$ cat config.mk
export PLATFORM = sky130hd
export DESIGN_NAME = rsd_display
export DESIGN_NICKNAME = d
export VERILOG_FILES = /design/src/core/rsd_display.v /design/src/core/rsd_timer.v
export VERILOG_INCLUDE_DIRS = /design/src /design/src/core
export SDC_FILE = /design/constraint.sdc
export NUM_CORES = 1
export LEC_CHECK = 0
export BUFFER_PORTS_ARGS = -buffer_cell sky130_fd_sc_hd__buf_2
export CAP_MARGIN = 20
export CORE_UTILIZATION = 27
export CTS_CLUSTER_SIZE = 8
export DETAILED_ROUTE_END_ITERATION = 10
export PLACE_DENSITY = 0.54
export SLEW_MARGIN = 10
export SYNTH_ARGS = -nofsm -noshare
export SYNTH_HDL_FRONTEND = slang
export SYNTH_SLANG_ARGS = --single-unit
$ cat constraint.sdc
create_clock -name I_CLK -period 6.1 [get_ports I_CLK]
set_input_delay 0.61 -clock I_CLK [delete_from_list [all_inputs] [get_ports I_CLK]]
set_output_delay 0.61 -clock I_CLK [all_outputs]
set_load 0.005 [all_outputs]
$ cat src/core/rsd_defines.vh
// Timing, channel and segment constants for the rate sensor digit display
`ifndef RSD_DEFINES_VH
`define RSD_DEFINES_VH
`define RSD_CLK_HZ          50000000
`define RSD_SAMPLE_PERIOD_US 52400
`define RSD_SAMPLE_CYCLES   ((`RSD_SAMPLE_PERIOD_US * 50) / 1)
`define RSD_SCAN_PERIOD_NS  3276800
`define RSD_SCAN_CYCLES     (`RSD_SCAN_PERIOD_NS / 20)
`define RSD_SENSOR_CHANNEL  3'h0
`define RSD_SEG_0           8'h3f
`define RSD_SEG_1           8'h06
`define RSD_SEG_2           8'h5b
`define RSD_SEG_3           8'h4f
`define RSD_SEG_4           8'h66
`define RSD_SEG_5           8'h6d
`define RSD_SEG_6           8'h7d
`define RSD_SEG_7           8'h27
`define RSD_SEG_8           8'h7f
`define RSD_SEG_9           8'h6f
`define RSD_SEG_MINUS       8'h40
`define RSD_SEG_DOT         8'h80
`define RSD_SEG_BLANK       8'h00
`endif

$ cat src/core/rsd_display.v
// Rate sensor sampler, decimal conversion and four-digit scanned display
//
// Operation
// - A conversion of the sensor channel starts once per sampling timer overflow, about 52.4 ms.
// - Completion is taken from the next sampling overflow, not a converter-done signal.
// - The converter channel is fixed at channel 0.
// - The four digits are lit in turn, advancing every 3.2768 ms on a scan timer overflow.
// - Digit select is a two-bit code for an external 2-to-4 decoder.
// - Eight shared segment outputs light a segment when high.
// - Each 10-bit result becomes a signed decimal deg/sec value held for the scanner.
// - A result equal to the reference shows as zero with dots before the last zero.
// - A result below the reference shows its magnitude with a leading minus sign.
// - On each sampling event after the first, the latest result is converted and stored as display data.
// - On each scan event the next digit pattern and select code are presented.
`timescale 1ns/1ns
`default_nettype none
`include "rsd_defines.vh"
module rsd_display #(
   parameter integer SAMPLE_CYCLES = `RSD_SAMPLE_CYCLES,
   parameter integer SCAN_CYCLES   = `RSD_SCAN_CYCLES,
   parameter integer REF_CODE      = 419,
   parameter integer SCALE_NUM     = 1,
   parameter integer SCALE_DEN     = 1
) (
   input  wire       I_CLK,
   input  wire       I_RESETN,
   input  wire [9:0] I_ADC_RESULT,
   output reg        O_ADC_START,
   output wire [2:0] O_ADC_CHANNEL,
   output reg  [7:0] O_SEGMENT,
   output reg  [1:0] O_DIGIT_SELECT
);
   wire       sample_tick;
   wire       scan_tick;
   reg        sample_ready;
   reg  [7:0] disp0;
   reg  [7:0] disp1;
   reg  [7:0] disp2;
   reg  [7:0] disp3;
   reg  [1:0] scan_idx;
   reg        neg;
   reg [31:0] diff;
   reg [31:0] next_mag;
   reg [15:0] mag;
   reg [15:0] rem0;
   reg [15:0] rem1;
   reg [15:0] quo2;
   reg  [1:0] next_idx;

   reg  [3:0] d0;
   reg  [3:0] d1;
   reg  [3:0] d2;
   reg  [7:0] next_disp0;
   reg  [7:0] next_disp1;
   reg  [7:0] next_disp2;
   reg  [7:0] next_disp3;
   reg  [7:0] next_seg;

   assign O_ADC_CHANNEL = `RSD_SENSOR_CHANNEL;

   rsd_timer #(.PERIOD(SAMPLE_CYCLES)) u_sample_timer (
      .i_clk    (I_CLK),
      .i_resetn (I_RESETN),
      .o_tick   (sample_tick)
   );

   rsd_timer #(.PERIOD(SCAN_CYCLES)) u_scan_timer (
      .i_clk    (I_CLK),
      .i_resetn (I_RESETN),
      .o_tick   (scan_tick)
   );

   function [7:0] seg_of;
      input [3:0] d;
      begin
         case (d)
            4'h0: seg_of = `RSD_SEG_0;
            4'h1: seg_of = `RSD_SEG_1;
            4'h2: seg_of = `RSD_SEG_2;
            4'h3: seg_of = `RSD_SEG_3;
            4'h4: seg_of = `RSD_SEG_4;
            4'h5: seg_of = `RSD_SEG_5;
            4'h6: seg_of = `RSD_SEG_6;
            4'h7: seg_of = `RSD_SEG_7;
            4'h8: seg_of = `RSD_SEG_8;
            4'h9: seg_of = `RSD_SEG_9;
            default: seg_of = `RSD_SEG_BLANK;
         endcase
      end
   endfunction

   // Distance from the resting level, kept 32 bits wide so the scale product cannot wrap
   always @* begin
      neg = ({22'h0, I_ADC_RESULT} < REF_CODE);
      if (neg) begin
         diff = REF_CODE - {22'h0, I_ADC_RESULT};
      end else begin
         diff = {22'h0, I_ADC_RESULT} - REF_CODE;
      end
      next_mag = diff * SCALE_NUM / SCALE_DEN;
   end

   // Three digits only; larger magnitudes saturate at 999
   always @* begin
      if (next_mag > 32'd999) begin
         mag = 16'd999;
      end else begin
         mag = next_mag[15:0];
      end
   end

   // Constant divisors, so the digit split stays combinational
   always @* begin
      rem0 = mag % 16'd10;
      rem1 = (mag / 16'd10) % 16'd10;
      quo2 = mag / 16'd100;
      d0   = rem0[3:0];
      d1   = rem1[3:0];
      d2   = quo2[3:0];
   end

   // Units always show a numeral, so a resting input reads as zero
   always @* begin
      next_disp0 = seg_of(d0);
   end

   // Tens: numeral, a minus for a small negative value, or a dot as filler
   always @* begin
      if (mag >= 16'd10) begin
         next_disp1 = seg_of(d1);
      end else if (neg) begin
         next_disp1 = `RSD_SEG_MINUS;
      end else begin
         next_disp1 = `RSD_SEG_DOT;
      end
   end

   // Hundreds: numeral, a minus for a two-digit negative value, or a dot
   always @* begin
      if (mag >= 16'd100) begin
         next_disp2 = seg_of(d2);
      end else if (neg && mag >= 16'd10) begin
         next_disp2 = `RSD_SEG_MINUS;
      end else begin
         next_disp2 = `RSD_SEG_DOT;
      end
   end

   // Sign position only carries a minus when all three numerals are in use
   always @* begin
      if (neg && mag >= 16'd100) begin
         next_disp3 = `RSD_SEG_MINUS;
      end else begin
         next_disp3 = `RSD_SEG_DOT;
      end
   end

   // Start pulse follows every overflow by one cycle
   always @(posedge I_CLK) begin
      if (!I_RESETN) begin
         O_ADC_START <= 1'b0;
      end else begin
         O_ADC_START <= sample_tick;
      end
   end

   // Each overflow stores the previous conversion; the first one has nothing to store
   always @(posedge I_CLK) begin
      if (!I_RESETN) begin
         sample_ready <= 1'b0;
         disp0        <= `RSD_SEG_0;
         disp1        <= `RSD_SEG_DOT;
         disp2        <= `RSD_SEG_DOT;
         disp3        <= `RSD_SEG_DOT;
      end else if (sample_tick) begin
         sample_ready <= 1'b1;
         if (sample_ready) begin
            disp0 <= next_disp0;
            disp1 <= next_disp1;
            disp2 <= next_disp2;
            disp3 <= next_disp3;
         end
      end
   end

   always @* begin
      next_idx = scan_idx + 2'h1;
   end

   always @* begin
      case (next_idx)
         2'h0: next_seg = disp0;
         2'h1: next_seg = disp1;
         2'h2: next_seg = disp2;
         2'h3: next_seg = disp3;
         default: next_seg = `RSD_SEG_BLANK;
      endcase
   end

   // Segments and select change together so no digit shows a neighbour's pattern
   always @(posedge I_CLK) begin
      if (!I_RESETN) begin
         scan_idx       <= 2'h0;
         O_SEGMENT      <= `RSD_SEG_BLANK;
         O_DIGIT_SELECT <= 2'h0;
      end else if (scan_tick) begin
         scan_idx       <= next_idx;
         O_SEGMENT      <= next_seg;
         O_DIGIT_SELECT <= next_idx;
      end
   end
endmodule
`default_nettype wire

$ cat src/core/rsd_timer.v
// Free-running period timer giving a one-cycle overflow pulse
`timescale 1ns/1ns
`default_nettype none
module rsd_timer #(
   parameter integer PERIOD = 163840
) (
   input  wire       i_clk,
   input  wire       i_resetn,
   output reg        o_tick
);
   reg [31:0] count;
   always @(posedge i_clk) begin
      if (!i_resetn) begin
         count  <= 32'h0;
         o_tick <= 1'b0;
      end else if (count == PERIOD - 1) begin
         count  <= 32'h0;
         o_tick <= 1'b1;
      end else begin
         count  <= count + 32'h1;
         o_tick <= 1'b0;
      end
   end
endmodule
`default_nettype wire

==> results.tsv <==
stage	metric	value	unit
final_layout	layout net count	996	
run	max cap viols	0	
synth	mean post-synth cell area	7.835	um^2
clocking	CTS Buf Count	9	
clocking	CTS tree	yes	
global_routing	initial antenna violation count	0	
clocking	Post-CTS Setup Inserts	0	
floorplanning	starting density of the core	27.83	%
detailed_routing	Initial DRC Count	399	
final_layout	share of post-route cells with drive strength above 1	18.83	%
final_layout	Area growth, synth to finish	21.43	%
synth	Seq/Total Area, Yosys	30.11	%
setup_path	worst-path maximum fanout	9	
timing	final hold vios	0	
synth	Post-Synthesis Cells	874	
power_and_ir_drop	Max IR drop VDD	0.0001776	V
global_routing	first-pass GRT wire length	29120	um
clocking	CTS H-tree lvls	3	
min_path	HP Class	reg -> reg	
timing	Final Max Tran Viols	0	
synth	Post-synth EDFFs	0	
setup_path	Worst Setup Start Kind	input pin	
synth	synthesized area	6848	um^2
timing	fin crit period	5813	ps
synth	Synth Flop Type	dfxtp_1	
timing	FMAX	172.0	MHz
timing	Slew HR	34.07	%
setup_path	Register-to-Register Path Depth	8	
detailed_routing	Post-DRT Antenna Nets	0	
global_routing	GR Overflow Total	0	
final_layout	Antenna diodes	0	
detailed_routing	detailed-route wire length per cell	13.34	um
global_routing	overall routing resource usage	13.36	%
power_and_ir_drop	internal power	1.660	mW
final_layout	Fillers	2628	
power_and_ir_drop	PwrDens	317.0	nW/um^2
power_and_ir_drop	switch share	37.00	%
clocking	CTS clk-pin slew, worst paths	70	ps
final_layout	Layout Utilization	33.80	%
power_and_ir_drop	Clk pwr share	23.5	%
power_and_ir_drop	Flop pwr share	25.7	%
power_and_ir_drop	Comb power frac	50.8	%
global_routing	vias in the first global route	5957	
synth	Synth cell types	90	
timing	fin crit share	95.29	%
power_and_ir_drop	overall power	2.636	mW
detailed_routing	final wirelength	17140	um
synth	Yosys warnings	0	
clocking	latest clock arrival within the worst-skew pair	350	ps
floorplanning	Die ar.	26000	um^2
detailed_routing	DRT Pass-1 Iters	5	
clocking	CTS Sinks	103	
setup_path	crit path DAT	6040	ps
timing	Final Skew	10.74	ps
status	status	completed	
placement	DPL Wire Length	12990	um
synth	Yosys reg bits	103	
floorplanning	IO Count	26	
timing	Setup-failing EPs final	0	
detailed_routing	number of remaining DRC errors	0	
floorplanning	Die Span Y	161.3	um
timing	Worst-Margin Slew	987.8	ps
placement	RePlAce Congestion	0.8544	
min_path	Worst Hold Depth	1	
setup_path	CP required	6330	ps
detailed_routing	via total after detailed routing	6325	
detailed_routing	vias per inst	4.922	
power_and_ir_drop	P_sw	975.2	uW
floorplanning	row cnt	57	
synth	async set-reset flop share out of synthesis	0	%
timing	final setup TNS	0	ps
setup_path	Setup CP Type	in -> reg	
clocking	clock root buffer	clkbuf_16	
placement	number of port buffers	22	
power_and_ir_drop	leakage power	3.176	nW
floorplanning	Die Wd	161.3	um
floorplanning	core area	24600	um^2
clocking	clk buf depth	2	
global_routing	largest net degree at the start of global routing	33	
setup_path	critical path endpoint category	flip-flop	
-- sequential cells by signal (all words and copies together) (netlist names), 2 cells and up --
| name | cells |
|---|---|
| O_SEGMENT | 8 |
| disp0 | 7 |
| disp1 | 8 |
| disp2 | 8 |
| disp3 | 2 |
| scan_idx | 2 |
| u_sample_timer.count | 32 |
| u_scan_timer.count | 32 |
-- power by group through the flow --
stage / sequential [mW] / clock (mW) / combinational, mW
global placement: 0.694 / 0 / 1.32
detailed placement: 0.694 / 0 / 1.33
global route: 0.678 / 0.660 / 1.48
floorplan: 0.693 / 0 / 0.869
finish: 0.678 / 0.619 / 1.34
CTS: 0.678 / 0.638 / 1.33
-- kinds of logic (layout without fill, tap and decap cells) --
family          Yosys count  count (layout)  synth area share [%]
flops                   103             103                 30.11
mux                      20              20                 3.143
fa+ha+maj                28              28                 5.116
xor+xnor                 63              63                 8.332
buf+inv                  77             162                 5.061
other cells               1               3               0.05476
simple gates            380             380                 26.75
compound gates          202             202                 21.43
-- layout by cell type (no fill, tap or decap), types with 4 or more instances in the layout --
master | synthesis | layout
nor2_1 | 123 | 123
dfxtp_1 | 103 | 103
buf_4 | 3 | 88
nand2_1 | 86 | 85
a21oi_1 | 52 | 51
nand3_1 | 43 | 43
xor2_1 | 36 | 36
inv_1 | 33 | 33
o21ai_0 | 32 | 32
nor3_1 | 28 | 26
ha_1 | 28 | 26
xnor2_1 | 26 | 24
buf_2 | 8 | 22
and3_1 | 18 | 18
mux2i_1 | 17 | 17
and2_1 | 15 | 13
or3_1 | 13 | 12
nand4_1 | 11 | 11
nor4_1 | 11 | 10
o211ai_1 | 9 | 9
a22oi_1 | 9 | 9
clkbuf_16 | 0 | 9
a31oi_1 | 9 | 8
o31ai_1 | 8 | 7
nand2b_1 | 5 | 5
o22ai_1 | 5 | 5
o22a_1 | 5 | 5
nor2b_1 | 4 | 4
o21a_1 | 4 | 4
a211o_1 | 4 | 4
a211oi_1 | 4 | 4
o221ai_1 | 4 | 4
o21ai_1 | 4 | 4
a311oi_1 | 4 | 4
-- metrics by stage --
step / instances / hold slack [ps] / instance area [um^2] / worst slack, ps
finish: 1285 / 456.0 / 8315 / 287.3
global route: 1285 / 473.8 / 8315 / -1.532
CTS: 1284 / 455.6 / 8250 / 211.9
floorplan: 876 / 413.2 / 6949 / 0.07727
global placement: 1268 / 428.3 / 7929 / -6.882
detailed placement: 1268 / 438.6 / 7929 / -134.1
-- synthesized netlist by cell type (all sizes together) (5+ instances only) --
| cell type | n | share of area [%] |
|---|---|---|
| nor3 | 29 | 2.2 |
| nand2b | 5 | 0.46 |
| a22oi | 9 | 0.99 |
| dfxtp | 103 | 30 |
| clkbuf | 28 | 1.5 |
| o211ai | 12 | 1.5 |
| nand2 | 86 | 4.7 |
| a21oi | 53 | 3.9 |
| xor2 | 36 | 4.6 |
| or2 | 6 | 0.55 |
| o21ai | 40 | 3.1 |
| nor2 | 125 | 7.0 |
| o22ai | 5 | 0.46 |
| a31oi | 10 | 1.1 |
| nand4 | 11 | 1.0 |
| a211oi | 6 | 0.91 |
| o31ai | 9 | 1.1 |
| mux2i | 17 | 2.5 |
| nor4b | 5 | 0.82 |
| xnor2 | 27 | 3.7 |
| o22a | 5 | 0.64 |
| or3 | 14 | 1.4 |
| buf | 14 | 1.4 |
| nand3 | 43 | 3.1 |
| and3 | 18 | 1.6 |
| nor4 | 12 | 1.2 |
| inv | 35 | 2.1 |
| and2 | 15 | 1.4 |
| ha | 28 | 5.1 |
-- routing by layer --
layer / GRT usage, % / up-vias / part of all wire (%)
met4: 3.388 / 0 / 1.4
li1: - / 3280 / -
met1: 19.35 / 2925 / 51
met5: 0 / - / 0
met3: 1.618 / 19 / 3.3
met2: 20.83 / 101 / 44
-- path summary, 6_finish.rpt --
path,startpoint,end,slack [ps]
worst max-delay path,I_ADC_RESULT[2],disp0[4],290
worst min-delay path,u_scan_timer.count[0],u_scan_timer.count[0],460
worst max register to register,u_scan_timer.count[13],u_scan_timer.count[31],3680
worst min register to register,u_scan_timer.count[0],u_scan_timer.count[0],460
-- repair_timing --
action / CTS / global route
setup endpoints to repair: 0 / 14
gates resized for setup: 0 / 9
hold buffers: 0 / 0
-- area by class of cell --
| cell class | count | area [um^2] | area share (%) |
|---|---|---|---|
| Tap cell | 324 | 405.4 | 4.875 |
| Timing Repair Buffer | 111 | 785.8 | 9.449 |
| Sequential cell | 103 | 2062 | 24.80 |
| Clock inverter | 7 | 96.34 | 1.159 |
| Clock buffer | 9 | 225.2 | 2.708 |
| Inverter | 35 | 143.9 | 1.730 |
| Multi-Input combinational cell | 696 | 4597 | 55.28 |
-- worst max-delay path, cell delays in order --
cell and delay (ps):
buf_2 100, buf_4 160, or3_1 410, and3_1 180, or4_4 440, and2_4 230, o211ai_4 200, o21ai_4 100
mux2_4 310, a221oi_2 280, mux2_4 260, inv_12 40, xnor2_4 120, ha_2 210, a31oi_4 180, nor2_1 60
mux2_4 300, or3_4 410, and2_4 160, ha_1 260, inv_1 60, a2bb2oi_2 160, or2_1 260, a31o_1 220
o32a_1 330
Power figures use the tool's default switching activity.
